`src/pkg/ssc_regs.svh`:
```
// Register offsets, fields and reset values of the strobe channel block
`ifndef SSC_REGS_SVH
`define SSC_REGS_SVH
`define SSC_OFS_CTRL 8'h00
`define SSC_OFS_INIT 8'h04
`define SSC_OFS_HIGH 8'h08
`define SSC_OFS_LOW 8'h0c
`define SSC_OFS_MASK 8'h10
`define SSC_OFS_SMPCFG 8'h14
`define SSC_OFS_STAT 8'h18
`define SSC_OFS_TGT 8'h1c
`define SSC_OFS_CNT 8'h20
`define SSC_OFS_MUX 8'h24
`define SSC_CTRL_COUNTER_ENABLE 0
`define SSC_CTRL_CHEN 1
`define SSC_CTRL_MSKEN 2
`define SSC_CTRL_ARLEN 3
`define SSC_CTRL_IRQEN 4
`define SSC_CTRL_SMPIRQEN 5
`define SSC_CTRL_INV 6
`define SSC_CTRL_PSC_LSB 8
`define SSC_SMP_FE 0
`define SSC_SMP_RE 1
`define SSC_SMP_EN_LSB 4
`define SSC_SMP_PTRN_LSB 8
`define SSC_SMP_EXP_LSB 12
`define SSC_STAT_EVT 0
`define SSC_STAT_ACT 1
`define SSC_STAT_SMP_LSB 4
`define SSC_RST_INIT 16'h0000
`define SSC_RST_DUR 16'h0001
`define SSC_STRB_CYCLES 1
`endif

```
`src/pkg/ssc_pkg.sv`:
```
// Types of the strobe channel block
package ssc_pkg;
  typedef enum logic [1:0] {
    SSC_PT_CHANGED,
    SSC_PT_SAME,
    SSC_PT_EQ_EXP,
    SSC_PT_NE_EXP
  } ssc_pattern_t;
  typedef enum logic {
    SSC_OUT_LOW,
    SSC_OUT_HIGH
  } ssc_level_t;
endpackage

```
`src/hw/ssc_strobe_channel.sv`:
```
// Strobe compare channel with input sampling and Wishbone register slave
`timescale 1ns/1ps
`include "ssc_regs.svh"
module ssc_strobe_channel (
  input wire logic mclk,
  input wire logic rst_n,
  input wire logic tick_32k,
  input wire logic wb_cyc_i,
  input wire logic wb_stb_i,
  input wire logic wb_we_i,
  input wire logic [7:0] wb_adr_i,
  input wire logic [3:0] wb_sel_i,
  input wire logic [31:0] wb_dat_i,
  output logic [31:0] wb_dat_o,
  output logic wb_ack_o,
  input wire logic [7:0] sample_pins,
  output logic strobe_out,
  output logic strobe_out_n,
  output logic irq,
  output logic wakeup
);
  // ---------------------------------------------------------------
  // Functions
  // ---------------------------------------------------------------
  function automatic logic [15:0] low_ones(input logic [3:0] w);
    low_ones = 16'hffff >> (5'd16 - {1'b0, w});
  endfunction

  function automatic logic [31:0] wr_merge(input logic [31:0] old, input logic [31:0] nw,
                                           input logic [3:0] sel);
    integer i;
    wr_merge = old;
    for (i = 0; i < 4; i = i + 1)
      if (sel[i])
        wr_merge[i*8 +: 8] = nw[i*8 +: 8];
  endfunction

  // ---------------------------------------------------------------
  // Input synchronisers
  // ---------------------------------------------------------------
  logic [1:0] tick_sync_q;
  logic tick_prev_q;
  logic [7:0] pin_s1_q;
  logic [7:0] pin_s2_q;
  logic tick;

  always_ff @(posedge mclk)
  begin
    if (!rst_n)
    begin
      tick_sync_q <= 2'h0;
      tick_prev_q <= 1'b0;
      pin_s1_q <= 8'h00;
      pin_s2_q <= 8'h00;
    end
    else
    begin
      tick_sync_q <= {tick_sync_q[0], tick_32k};
      tick_prev_q <= tick_sync_q[1];
      pin_s1_q <= sample_pins;
      pin_s2_q <= pin_s1_q;
    end
  end

  // One step per counter clock; the 32 kHz clock is a slow sampled input
  assign tick = tick_sync_q[1] & ~tick_prev_q;

  // ---------------------------------------------------------------
  // Register bus
  // ---------------------------------------------------------------
  logic [31:0] ctrl_q;
  logic [15:0] init_q;
  logic [15:0] high_q;
  logic [15:0] low_q;
  logic [31:0] mask_q;
  logic [31:0] smpcfg_q;
  logic [11:0] mux_q;
  logic [31:0] cnt_q;
  logic [15:0] tgt_q;
  logic evt_q;
  logic act_q;
  logic [2:0] smp_q;
  logic wb_req;
  logic wr;
  logic cnt_wr;
  logic stat_clr;
  logic [31:0] rd_d;

  assign wb_req = wb_cyc_i & wb_stb_i & ~wb_ack_o;
  assign wr = wb_req & wb_we_i;
  assign cnt_wr = wr && (wb_adr_i == `SSC_OFS_CNT);
  assign stat_clr = wr && (wb_adr_i == `SSC_OFS_STAT);

  wire logic counter_enable = ctrl_q[`SSC_CTRL_COUNTER_ENABLE];
  wire logic chen = ctrl_q[`SSC_CTRL_CHEN];
  wire logic msken = ctrl_q[`SSC_CTRL_MSKEN];
  wire logic arlen = ctrl_q[`SSC_CTRL_ARLEN];
  wire logic [3:0] per_w = mask_q[3:0];
  wire logic [3:0] ot_w = mask_q[11:8];

  always_ff @(posedge mclk)
  begin
    if (!rst_n)
    begin
      ctrl_q <= 32'h0;
      init_q <= `SSC_RST_INIT;
      high_q <= `SSC_RST_DUR;
      low_q <= `SSC_RST_DUR;
      mask_q <= 32'h0;
      smpcfg_q <= 32'h0;
      mux_q <= 12'h000;
    end
    else if (wr)
    begin
      case (wb_adr_i)
        `SSC_OFS_CTRL: ctrl_q <= wr_merge(ctrl_q, wb_dat_i, wb_sel_i) & 32'h0f7f;
        `SSC_OFS_INIT: init_q <= 16'(wr_merge({16'h0, init_q}, wb_dat_i, wb_sel_i));
        `SSC_OFS_HIGH: high_q <= 16'(wr_merge({16'h0, high_q}, wb_dat_i, wb_sel_i));
        `SSC_OFS_LOW: low_q <= 16'(wr_merge({16'h0, low_q}, wb_dat_i, wb_sel_i));
        `SSC_OFS_MASK: mask_q <= wr_merge(mask_q, wb_dat_i, wb_sel_i) & 32'h0f0f;
        `SSC_OFS_SMPCFG: smpcfg_q <= wr_merge(smpcfg_q, wb_dat_i, wb_sel_i) & 32'h7373;
        `SSC_OFS_MUX: mux_q <= 12'(wr_merge({20'h0, mux_q}, wb_dat_i, wb_sel_i) & 32'h0fff);
        default:
        begin
        end
      endcase
    end
  end

  always_comb
  begin
    rd_d = 32'h0;
    case (wb_adr_i)
      `SSC_OFS_CTRL: rd_d = ctrl_q;
      `SSC_OFS_INIT: rd_d = {16'h0, init_q};
      `SSC_OFS_HIGH: rd_d = {16'h0, high_q};
      `SSC_OFS_LOW: rd_d = {16'h0, low_q};
      `SSC_OFS_MASK: rd_d = mask_q;
      `SSC_OFS_SMPCFG: rd_d = smpcfg_q;
      `SSC_OFS_STAT: rd_d = {25'h0, smp_q, 2'h0, act_q, evt_q};
      `SSC_OFS_TGT: rd_d = {16'h0, tgt_q};
      `SSC_OFS_CNT: rd_d = cnt_q;
      `SSC_OFS_MUX: rd_d = {20'h0, mux_q};
      default: rd_d = 32'h0;
    endcase
  end

  // Unmapped addresses still ack, reading zero, so a master never hangs
  always_ff @(posedge mclk)
  begin
    if (!rst_n)
    begin
      wb_ack_o <= 1'b0;
      wb_dat_o <= 32'h0;
    end
    else
    begin
      wb_ack_o <= wb_req;
      wb_dat_o <= wb_req ? rd_d : 32'h0;
    end
  end

  // ---------------------------------------------------------------
  // Counter and compare
  // ---------------------------------------------------------------
  logic [15:0] view;
  logic [15:0] cmp_mask;
  logic [15:0] acc_mask;
  logic [15:0] cur_tgt;
  logic match;
  logic match_prev_q;
  logic event_p;
  logic out_q;
  logic [15:0] reload;

  always_ff @(posedge mclk)
  begin
    if (!rst_n)
      cnt_q <= 32'h0;
    else if (cnt_wr)
      cnt_q <= wb_dat_i;
    else if (tick && counter_enable)
      cnt_q <= cnt_q + 32'h1;
  end

  // Counter counts 32 kHz cycles; the 16-bit view is always its low 16 bits, whatever the prescale field holds
  assign view = cnt_q[15:0];

  assign acc_mask = msken ? low_ones(per_w) : 16'hffff;
  assign cmp_mask = acc_mask & ~(msken ? low_ones(ot_w) : 16'h0000);
  assign cur_tgt = arlen ? tgt_q : init_q;
  assign match = ((view ^ cur_tgt) & cmp_mask) == 16'h0000;
  // Old level low means this event rises, so the on-time is added next
  assign reload = out_q ? low_q : high_q;

  // Without reload a single match window drives one event on its first cycle
  assign event_p = chen && counter_enable && tick && match && (arlen || !match_prev_q);

  always_ff @(posedge mclk)
  begin
    if (!rst_n)
    begin
      match_prev_q <= 1'b0;
      tgt_q <= `SSC_RST_INIT;
    end
    else
    begin
      if (tick)
        match_prev_q <= match;
      if (!chen || !counter_enable)
        tgt_q <= init_q;
      else if (event_p && arlen)
        tgt_q <= (tgt_q & ~acc_mask) | ((tgt_q + reload) & acc_mask);
    end
  end

  // ---------------------------------------------------------------
  // Strobe output and event flag
  // ---------------------------------------------------------------
  // Reload mode toggles level on each event; otherwise a one-cycle pulse
  logic [15:0] pulse_cnt_q;
  always_ff @(posedge mclk)
  begin
    if (!rst_n)
    begin
      out_q <= 1'b0;
      pulse_cnt_q <= 16'h0;
    end
    else if (!chen || !counter_enable)
    begin
      out_q <= 1'b0;
      pulse_cnt_q <= 16'h0;
    end
    else if (event_p)
    begin
      out_q <= arlen ? ~out_q : 1'b1;
      pulse_cnt_q <= 16'(`SSC_STRB_CYCLES);
    end
    else if (tick && !arlen && pulse_cnt_q != 16'h0)
    begin
      pulse_cnt_q <= pulse_cnt_q - 16'h1;
      if (pulse_cnt_q == 16'h1)
      begin
        out_q <= 1'b0;
      end
    end
  end

  assign strobe_out = out_q ^ ctrl_q[`SSC_CTRL_INV];
  assign strobe_out_n = ~strobe_out;

  always_ff @(posedge mclk)
  begin
    if (!rst_n)
      evt_q <= 1'b0;
    else if (event_p)
      evt_q <= 1'b1;
    else if (stat_clr && wb_dat_i[`SSC_STAT_EVT])
      evt_q <= 1'b0;
  end

  // ---------------------------------------------------------------
  // Input sampling
  // ---------------------------------------------------------------
  logic out_prev_q;
  logic smp_point;
  logic have_prev_q;
  logic [2:0] live;
  logic [2:0] en;
  logic hit;
  logic [2:0] exp_v;

  always_comb
  begin
    live = {pin_s2_q[mux_q[10:8]], pin_s2_q[mux_q[6:4]], pin_s2_q[mux_q[2:0]]};
  end

  assign smp_point = (smpcfg_q[`SSC_SMP_RE] && out_q && !out_prev_q) ||
                     (smpcfg_q[`SSC_SMP_FE] && !out_q && out_prev_q);
  assign en = smpcfg_q[`SSC_SMP_EN_LSB +: 3];
  assign exp_v = smpcfg_q[`SSC_SMP_EXP_LSB +: 3];

  always_comb
  begin
    hit = 1'b0;
    case (ssc_pkg::ssc_pattern_t'(smpcfg_q[`SSC_SMP_PTRN_LSB +: 2]))
      ssc_pkg::SSC_PT_CHANGED: hit = have_prev_q && ((live ^ smp_q) & en) != 3'h0;
      ssc_pkg::SSC_PT_SAME: hit = have_prev_q && ((live ^ smp_q) & en) == 3'h0;
      ssc_pkg::SSC_PT_EQ_EXP: hit = ((live ^ exp_v) & en) == 3'h0;
      ssc_pkg::SSC_PT_NE_EXP: hit = ((live ^ exp_v) & en) != 3'h0;
      default: hit = 1'b0;
    endcase
  end

  always_ff @(posedge mclk)
  begin
    if (!rst_n)
    begin
      out_prev_q <= 1'b0;
      have_prev_q <= 1'b0;
      smp_q <= 3'h0;
    end
    else
    begin
      out_prev_q <= out_q;
      if (en == 3'h0 || !chen || !counter_enable)
      begin
        have_prev_q <= 1'b0;
      end
      else if (smp_point)
      begin
        have_prev_q <= 1'b1;
        smp_q <= live;
      end
    end
  end

  always_ff @(posedge mclk)
  begin
    if (!rst_n)
      act_q <= 1'b0;
    else if (smp_point && en != 3'h0 && chen && counter_enable && hit)
      act_q <= 1'b1;
    else if (stat_clr && wb_dat_i[`SSC_STAT_ACT])
      act_q <= 1'b0;
  end

  assign irq = (evt_q & ctrl_q[`SSC_CTRL_IRQEN]) | (act_q & ctrl_q[`SSC_CTRL_SMPIRQEN]);
  assign wakeup = irq;
endmodule

```
`config.mk`:
```
export PLATFORM = sky130hd
export DESIGN_NAME = ssc_strobe_channel
export DESIGN_NICKNAME = d
export VERILOG_FILES = /design/src/pkg/ssc_pkg.sv /design/src/hw/ssc_strobe_channel.sv
export VERILOG_INCLUDE_DIRS = /design/src /design/src/pkg
export SDC_FILE = /design/constraint.sdc
export NUM_CORES = 1
export LEC_CHECK = 0
export ABC_AREA = 1
export BUFFER_PORTS_ARGS = -buffer_cell sky130_fd_sc_hd__buf_2
export CORE_ASPECT_RATIO = 1.4
export CORE_UTILIZATION = 36
export CTS_CLUSTER_DIAMETER = 150
export DETAILED_ROUTE_END_ITERATION = 8
export PLACE_DENSITY = 0.61
export SYNTH_ARGS = -nofsm -noshare
export SYNTH_HDL_FRONTEND = slang
export SYNTH_SLANG_ARGS = --single-unit
```
`constraint.sdc`:
```
create_clock -name mclk -period 5 [get_ports mclk]
set_input_delay 0.5 -clock mclk [delete_from_list [all_inputs] [get_ports mclk]]
set_output_delay 0.5 -clock mclk [all_outputs]
set_load 0.01 [all_outputs]
```
==> results of run 1 <==
-- sequential cells by signal, summed over array words and instances (netlist names), named ones only --
signal,flops
cnt_q,32
wb_dat_o,32
high_q,16
init_q,16
low_q,16
pulse_cnt_q,16
mux_q,12
ctrl_q,11
smpcfg_q,10
mask_q,8
pin_s1_q,8
pin_s2_q,8
smp_q,3
tick_sync_q,2
act_q,1
evt_q,1
have_prev_q,1
match_prev_q,1
out_prev_q,1
out_q,1
tick_prev_q,1
wb_ack_o,1
-- cell type report --
cell class	count	area share, %
well taps	395	3.71
flip-flops and latches	214	32.2
clock buffers	32	4.96
repair buffers	106	4.27
clock inverters	11	1.35
multi-input cells	1240	47.2
inverters	223	6.29
-- final timing paths --
| kind | cells after the start | start | slack (ps) | end |
|---|---|---|---|---|
| setup / recovery | 15 | out_q | 1680 | flop |
| hold / removal | 3 | sample_pins[2] | 130 | pin_s1_q[2] |
| setup reg to reg | 15 | out_q | 1680 | flop |
| hold reg to reg | 2 | pin_s1_q[2] | 410 | pin_s2_q[2] |
-- routing by layer --
metal / vias up / routed length (um) / global-route usage (%)
met5: - / 0 / 0
met4: 0 / 2990 / 16.9
met3: 140 / 2370 / 3.29
met2: 468 / 20800 / 44.8
met1: 5630 / 16500 / 29.0
li1: 5931 / - / -
-- where the power goes --
part	internal (mW)	total [mW]	switching, mW
sequential	1.71	1.72	0.00354
clock	1.14	1.91	0.771
combinational	0.0307	0.111	0.0804
-- worst reg2reg max path, cell delays in order (launching register included) --
cell	delay, ps
dfxtp_1	620
inv_1	290
or2_2	330
o21ai_0	150
inv_1	80
ha_1	280
nand3_1	90
nand3_1	210
a21oi_1	310
o21ai_0	180
or2_2	300
nand3_1	60
nand2_1	50
nand3b_1	160
nand2_1	70
nor2_1	40
-- Yosys cell counts (7+ instances only) --
cell type	count	area share [%]
nand2_1	367	12
dfxtp_1	214	37
inv_1	211	6.8
o21ai_0	176	7.6
nor2_1	164	5.3
a21oi_1	157	6.7
nand3_1	110	4.7
clkbuf_1	45	1.4
xor2_1	34	2.6
nor3_1	33	1.4
nand4_1	29	1.6
ha_1	24	2.6
o22ai_1	21	1.1
o211ai_1	18	1.2
a221oi_1	17	1.3
a31oi_1	11	0.59
nor2_2	9	0.48
or2_2	8	0.43
buf_2	7	0.30
inv_2	7	0.23
-- logic make-up after synthesis --
logic type                 count (synthesis)  synth area share (%)
and+or+nand+nor                          744                  27.5
xor gates and xnor gates                  40                  3.00
DFF                                      214                  36.7
adders and majority gates                 25                  2.75
buffers and inverters                    282                  9.41
AOI/OAI and AO/OA                        431                  20.6
-- through the flow --
step | power (mW) | instance area (um^2) | std cells | setup slack (ps) | hold WS (ps)
after floorplan | 1.80 | 11700 | 1736 | 2550 | 390
after global placement | 1.86 | 12500 | 2178 | 1630 | 392
after detailed placement | 1.86 | 12500 | 2178 | 1600 | 399
after CTS | 3.76 | 13300 | 2221 | 1770 | 122
after global routing | 3.84 | 13300 | 2221 | 1470 | 127
final | 3.74 | 13300 | 2221 | 1680 | 133
==> flow_summary.ini, run 1 <==
[outcome]
status = finished clean

[timing]
max_freq_ghz = 0.302
finalSetupTns_ps = 0
rsz0062_at_grt = false
min_period_ps = 3320
period_share_pct = 66.3
tightestPinTransition_ps = 837
finalClockSkew_ps = 11.2
max_slew_margin_pct = 44.0
finalHoldViolCount = 0
maxSlewViolCount = 0
setup_viol = 0

[global_route]
antenna_found_initial = 0
grt_overflow = 0
grt_pass1_wl_um = 64900
grt_max_degree = 73
grt_pass1_vias = 11400
track_usage_pct = 25.6

[setup_path]
critPathTopFamily = simple AND/OR/NAND/NOR gates
critical_path_arrival_ps = 3760
end_kind = flop
cp-start-kind = flop
cp_data_required_time_ps = 5450
crit_path_frequent_cell = nand3_1
critPathMaxStageDelay_ps = 620
critPathBufInv = 2
path_cells = inv_1 > or2_2 > o21ai_0 > inv_1 > ha_1 > nand3_1 > nand3_1 > a21oi_1 > o21ai_0 > or2_2 > nand3_1 > nand2_1 > nand3b_1 > nand2_1 > nor2_1
worstSetupPathType = flop to flop
crit_fanout = 13
crit_path_top_delay_cell = dfxtp_1

[die]
num_rows = 77
die_h_um = 215
io-pin-count = 95
die_area_mm2 = 0.0331
die_w_um = 154
start_util_pct = 36.8
design.core.area_mm2 = 0.0317

[cts]
ctsHoldBuffers = 0
cts_root_buf = clkbuf_16
cts_tree = done
cts-buffers-inserted = 24
clkSinkCount = 214
cts_max_level = 1
clock_path_buffers = 3
cts.repair.resized = 0
cts_setup_buffers = 0
insertion_delay_ps = 550
clk_pin_slew_ps = 70

[route]
vias_per_cell = 5.48
drc = 0
wl_um = 42700
vias = 12200
antenna_left = 0
dr.pass1.iters = 5
wl_per_cell_um = 19.2
drtIter0Drc = 1003

[final_layout]
layout_common_cells = nand2_1, dfxtp_1, inv_1
multi_input_area_mm2 = 0.00628
diodes = 0
regArea_mm2 = 0.00428
final_common_cell = nand2_1
fillCellCount = 3327
utilization_pct = 42.0
fin_nets = 1892
drive_gt1_share_pct = 10.0
synthToLayoutAreaGrowth_pct = 14.1

[yosys]
syn_area_mm2 = 0.0117
synth_edf_count = 0
syn_inst = 1736
syn_area_per_cell_um2 = 6.72
ys_seq_area_share_pct = 36.7
synth.net_count = 1819
synthFlopType = dfxtp_1
synth_async_sr_flop_share_pct = 0
yosysWarnings = 0
yosysUniqueCellTypes = 45
synth_seq_cells = 214

[placement]
gp_congestion = 0.958
dpl.hpwl_um = 32100
io_buffers = 92

[worst_hold_path]
min_path_type = input port to flop

[pwr]
p_per_area_mw_per_mm2 = 281
peakVddDrop_v = 0.000231
power.static_leakage_nw = 5.39

[flow_run]
cap_violations = 0
Note: power is estimated with default switching activity, not from simulation.
==> run 2: changes to the inputs <==
--- a/config.mk
+++ b/config.mk
@@ -12,7 +12,7 @@
 export CORE_UTILIZATION = 36
 export CTS_CLUSTER_DIAMETER = 150
 export DETAILED_ROUTE_END_ITERATION = 8
-export PLACE_DENSITY = 0.61
+export PLACE_DENSITY = 0.62
 export SYNTH_ARGS = -nofsm -noshare
 export SYNTH_HDL_FRONTEND = slang
 export SYNTH_SLANG_ARGS = --single-unit
==> constraint.sdc (replaced) <==
create_clock -name mclk -period 2.9 [get_ports mclk]
set_input_delay 0.29 -clock mclk [delete_from_list [all_inputs] [get_ports mclk]]
set_output_delay 0.29 -clock mclk [all_outputs]
set_load 0.01 [all_outputs]
==> run 2 against run 1 <==
Core utilization grew 0.74 points. Count of clock-buffer cells in the layout shrank 4. Non-clock buffer count grew 39. Clock skew grew 7.2 ps. Combinational power grew 83%. Design area grew 1.8%. Die area is the same. Register-to-register slack lost 1500 ps. Maximum frequency grew 24%. Via count grew 2.7%. Clock power grew 55%. Critical path depth is the same.
==> flow_summary.ini, run 2 (synthesis gave the netlist of run 1 again) <==
[pwr]
power.static_leakage_nw = 5.56
p_per_area_mw_per_mm2 = 452
peakVddDrop_v = 0.000461

[final_layout]
drive_gt1_share_pct = 11.4
synthToLayoutAreaGrowth_pct = 16.1
fillCellCount = 3347
regArea_mm2 = 0.00429
final_common_cell = nand2_1
fin_area_mm2 = 0.0135
reg.largest.list = cnt_q x32, wb_dat_o x32
multi_input_area_mm2 = 0.00629
layout_common_cells = nand2_1, dfxtp_1, inv_1
fin_nets = 1930
diodes = 0

[timing]
finalClockSkew_ps = 18.4
finalHoldViolCount = 0
max_freq_ghz = 0.373
period_share_pct = 92.5
tightestPinTransition_ps = 717
max_slew_margin_pct = 52.0
finalSetupTns_ps = 0
setup_viol = 0
rsz0062_at_grt = false
maxSlewViolCount = 0
min_period_ps = 2680

[route]
vias_per_cell = 5.54
dr.pass1.iters = 5
wl_per_cell_um = 19.1
wl_um = 43100
drc = 0
antenna_left = 0
drtIter0Drc = 1010
vias = 12500

[placement]
gp_congestion = 1.01
place_area_mm2 = 0.0127
dpl.hpwl_um = 32700
io_buffers = 92

[flow_run]
cap_violations = 0

[global_route]
grt_overflow = 0
antenna_found_initial = 0
track_usage_pct = 26.0
grt_pass1_vias = 11900
grt_max_degree = 130
grt_pass1_wl_um = 66300

[worst_hold_path]
min_path_type = input port to flop
holdPathEnd = cnt_q[13]
whs_path_depth = 3
min_from = wb_dat_i[13]

[cts]
clock_path_buffers = 3
cts-buffers-inserted = 23
clk_pin_slew_ps = 70
cts_max_level = 1
cts_tree = done
clkSinkCount = 214
insertion_delay_ps = 540
cts_root_buf = clkbuf_16

[die]
io-pin-count = 95
die_h_um = 215
die_area_mm2 = 0.0331
num_rows = 77
start_util_pct = 36.8
design.core.area_mm2 = 0.0317
die_w_um = 154

[setup_path]
reg2reg_depth = 15
crit_path_top_delay_cell = dfxtp_2
critPathMaxStageDelay_ps = 370
critPathBufInv = 3
r2r_start = out_q
end_kind = flop
crit_fanout = 21
r2r_setup_slack_ps = 220
critPathTopFamily = compound AO/OA/AOI/OAI gates
worstSetupPathType = flop to flop
critical_path_arrival_ps = 3160
cp-start-kind = flop
cp_data_required_time_ps = 3380
path_cells = buf_4 > o21ai_0 > buf_4 > ha_1 > a21oi_1 > inv_1 > a21oi_1 > nand3_1 > nand2_1 > o211ai_1 > nand2_1 > nand3_1 > o21ai_0 > nand2_1 > a21oi_1

[outcome]
status = finished clean
-- run 2: worst max path at each step --
stage          depth (start not counted)    to  slack (ps)  start
5_1_grt                               16  flop          20  out_q
3_5_place_dp                          15  flop         180  out_q
4_1_cts                               15  flop         170  out_q
2_1_floorplan                         18  flop         450  out_q
6_report                              15  flop         220  out_q
3_3_place_gp                          15  flop         210  out_q
-- run 2: layer usage --
layer	global-route usage, %	part of all wire, %	vias to the layer above
met3	3.53	6.0	166
met4	19.2	7.5	0
met1	28.9	38	5764
met2	45.0	48	556
met5	0	0	-
li1	-	-	6007
-- run 2: layout make-up --
class / count / share of cell area [%]
multi-input cells: 1240 / 46.5
flip-flops and latches: 214 / 31.6
repair buffers: 145 / 6.71
inverters: 223 / 6.18
clock buffers: 28 / 4.39
well taps: 395 / 3.65
clock inverters: 9 / 0.943
-- run 2: worst min-delay path, delay by kind of cell --
family / cells / cell delay, ps
buffers and inverters: 2 / 140
AOI/OAI and AO/OA: 1 / 90
-- run 2: through the flow --
step | worst slack, ps | util [%] | total power [mW] | hold slack (ps) | instances
3_3_place_gp | 215 | 40.1 | 3.21 | 393 | 2207
4_1_cts | 175 | 42.7 | 6.17 | 6.43 | 2253
6_report | 216 | 42.7 | 6.13 | 16.0 | 2254
2_1_floorplan | 454 | - | 3.11 | 388 | 1736
5_1_grt | 15.5 | 42.7 | 6.28 | 30.4 | 2254
3_5_place_dp | 182 | 40.1 | 3.22 | 399 | 2207
-- run 2: power by group --
group	switching, mW	total (mW)	internal [mW]	leakage (nW)
clock	1.25	2.96	1.72	0.356
sequential	0.00635	2.96	2.95	1.73
combinational	0.139	0.203	0.0634	3.47
total	1.39	6.13	4.73	5.56
-- run 2: repair_timing --
| action | CTS | global route |
|---|---|---|
| setup endpoints to repair | 0 | 27 |
| buffers inserted | 0 | 1 |
| hold buffers | 9 | 0 |
| endpoints found under the hold margin | 9 | 0 |
| resized for setup | 0 | 6 |
==> run 3: changes to the inputs <==
--- a/config.mk
+++ b/config.mk
@@ -13,6 +13,7 @@
 export CTS_CLUSTER_DIAMETER = 150
 export DETAILED_ROUTE_END_ITERATION = 8
 export PLACE_DENSITY = 0.62
+export RECOVER_POWER = 50
 export SYNTH_ARGS = -nofsm -noshare
 export SYNTH_HDL_FRONTEND = slang
 export SYNTH_SLANG_ARGS = --single-unit
==> run 3 against run 2 <==
The run now ends with max-capacitance violations, max-slew violations left. Cell count unchanged. Largest power group unchanged. Design area decreased by 0.65%. Sequential share of layout area increased by 0.21 points.
==> flow_summary.ini, run 3 (synthesis gave the netlist of run 1 again) <==
[cts]
insertion_delay_ps = 550
cts-buffers-inserted = 23
clk_pin_slew_ps = 70
cts_root_buf = clkbuf_16
clkSinkCount = 214
cts_tree = done
cts_max_level = 1
clock_path_buffers = 3

[outcome]
failed_checks = max-capacitance violations, max-slew violations
status = finished, violations left

[final_layout]
fin_area_mm2 = 0.0135
fillCellCount = 3373
drive_gt1_share_pct = 8.93
fin_nets = 1930
utilization_pct = 42.4
layout_common_cells = nand2_1, dfxtp_1, inv_1
reg.largest.list = cnt_q x32, wb_dat_o x32
diodes = 0
synthToLayoutAreaGrowth_pct = 15.3
final_common_cell = nand2_1

[route]
drc = 0
wl_um = 43200
drtIter0Drc = 985
wl_per_cell_um = 19.2
vias = 12400
dr.pass1.iters = 7
vias_per_cell = 5.51
antenna_left = 0

[placement]
place_area_mm2 = 0.0127
io_buffers = 92
dpl.hpwl_um = 32700
gp_congestion = 1.01

[timing]
min_period_ps = 2720
max_slew_margin_pct = -63.2
holdWs_ps = 16.7
max_freq_ghz = 0.368
setup_viol = 0
maxSlewViolCount = 157
finalHoldViolCount = 0
period_share_pct = 93.7
finalClockSkew_ps = 18.7
tightestPinTransition_ps = 2450
finalSetupTns_ps = 0
rsz0062_at_grt = false

[setup_path]
cp-start-kind = flop
path_cells = buf_4 > o21ai_0 > ha_1 > nand2_1 > nand2_1 > nand3_1 > nand2_1 > nand2_1 > nand3_1 > nand2_1 > o211ai_1 > nand2_1 > nand3_1 > o21ai_0 > nand2_1 > a21oi_1
critPathMaxStageDelay_ps = 430
critical_path_arrival_ps = 3190
worstSetupPathType = flop to flop
crit_fanout = 21
end_kind = flop
crit_path_frequent_cell = nand2_1
cp_data_required_time_ps = 3380
crit_path_top_delay_cell = o21ai_0

[global_route]
grt_pass1_wl_um = 66300
grt_overflow = 0
track_usage_pct = 26.0
antenna_found_initial = 0
grt_max_degree = 130
grt_pass1_vias = 11900

[die]
die_w_um = 154
io-pin-count = 95
design.core.area_mm2 = 0.0317
start_util_pct = 36.8
die_h_um = 215
num_rows = 77
die_area_mm2 = 0.0331

[pwr]
power_mw = 6.12
peakVddDrop_v = 0.000460
p_per_area_mw_per_mm2 = 455
power.static_leakage_nw = 5.38

[flow_run]
cap_violations = 2

[worst_hold_path]
min_path_type = input port to flop
==> run 3: path summary, 6_finish.rpt <==
| path | start | end | slack (ps) | cells after the start |
|---|---|---|---|---|
| worst min register to register | pin_s1_q[7] | pin_s2_q[7] | 410 | 2 |
| worst max register to register | out_q | flop | 180 | 16 |
| worst min-delay path | wb_dat_i[13] | cnt_q[13] | 20 | 3 |
| worst max-delay path | out_q | flop | 180 | 16 |
==> run 3: area by class of cell <==
type                            instances  area [um^2]  area share, %
Clock inverter                          9          128          0.949
Timing Repair Buffer                  145          828           6.16
Inverter                              223          837           6.22
Clock buffer                           28          594           4.42
Tap cell                              395          494           3.67
Sequential cell                       214         4290           31.9
Multi-Input combinational cell       1240         6290           46.7
==> run 3: through the flow <==
| stage | worst slack [ps] | std cells |
|---|---|---|
| floorplan | 454 | 1736 |
| detailed placement | 182 | 2207 |
| global route | 11.1 | 2254 |
| finish | 182 | 2254 |
| CTS | 175 | 2253 |
| global placement | 215 | 2207 |
==> run 3: what timing repair did <==
| action | in CTS | in global routing |
|---|---|---|
| resized for setup | 0 | 6 |
| hold buffers | 9 | 0 |
| endpoints found under the setup margin | 0 | 27 |
| setup buffers | 0 | 1 |
| hold endpoints to repair | 9 | 0 |
==> run 3: metal layers <==
metal	up-vias	track usage (%)	share of wire, %
li1	6006	-	-
met1	5701	28.9	38
met2	537	45.0	48
met3	168	3.53	5.8
met4	0	19.2	7.6
met5	-	0	0
==> run 3: power breakdown <==
part | switching, mW | internal, mW | total [mW]
logic | 0.138 | 0.0640 | 0.202
clock network | 1.25 | 1.72 | 2.96
registers | 0.00632 | 2.95 | 2.96
total | 1.39 | 4.73 | 6.12
==> run 3: worst max-delay path, delay by kind of cell (launching register included) <==
kind / cells / cell delay [ps]
fa+ha+maj: 1 / 370
compound gates: 4 / 840
buf+inv: 1 / 220
simple gates: 10 / 900
flops: 1 / 340
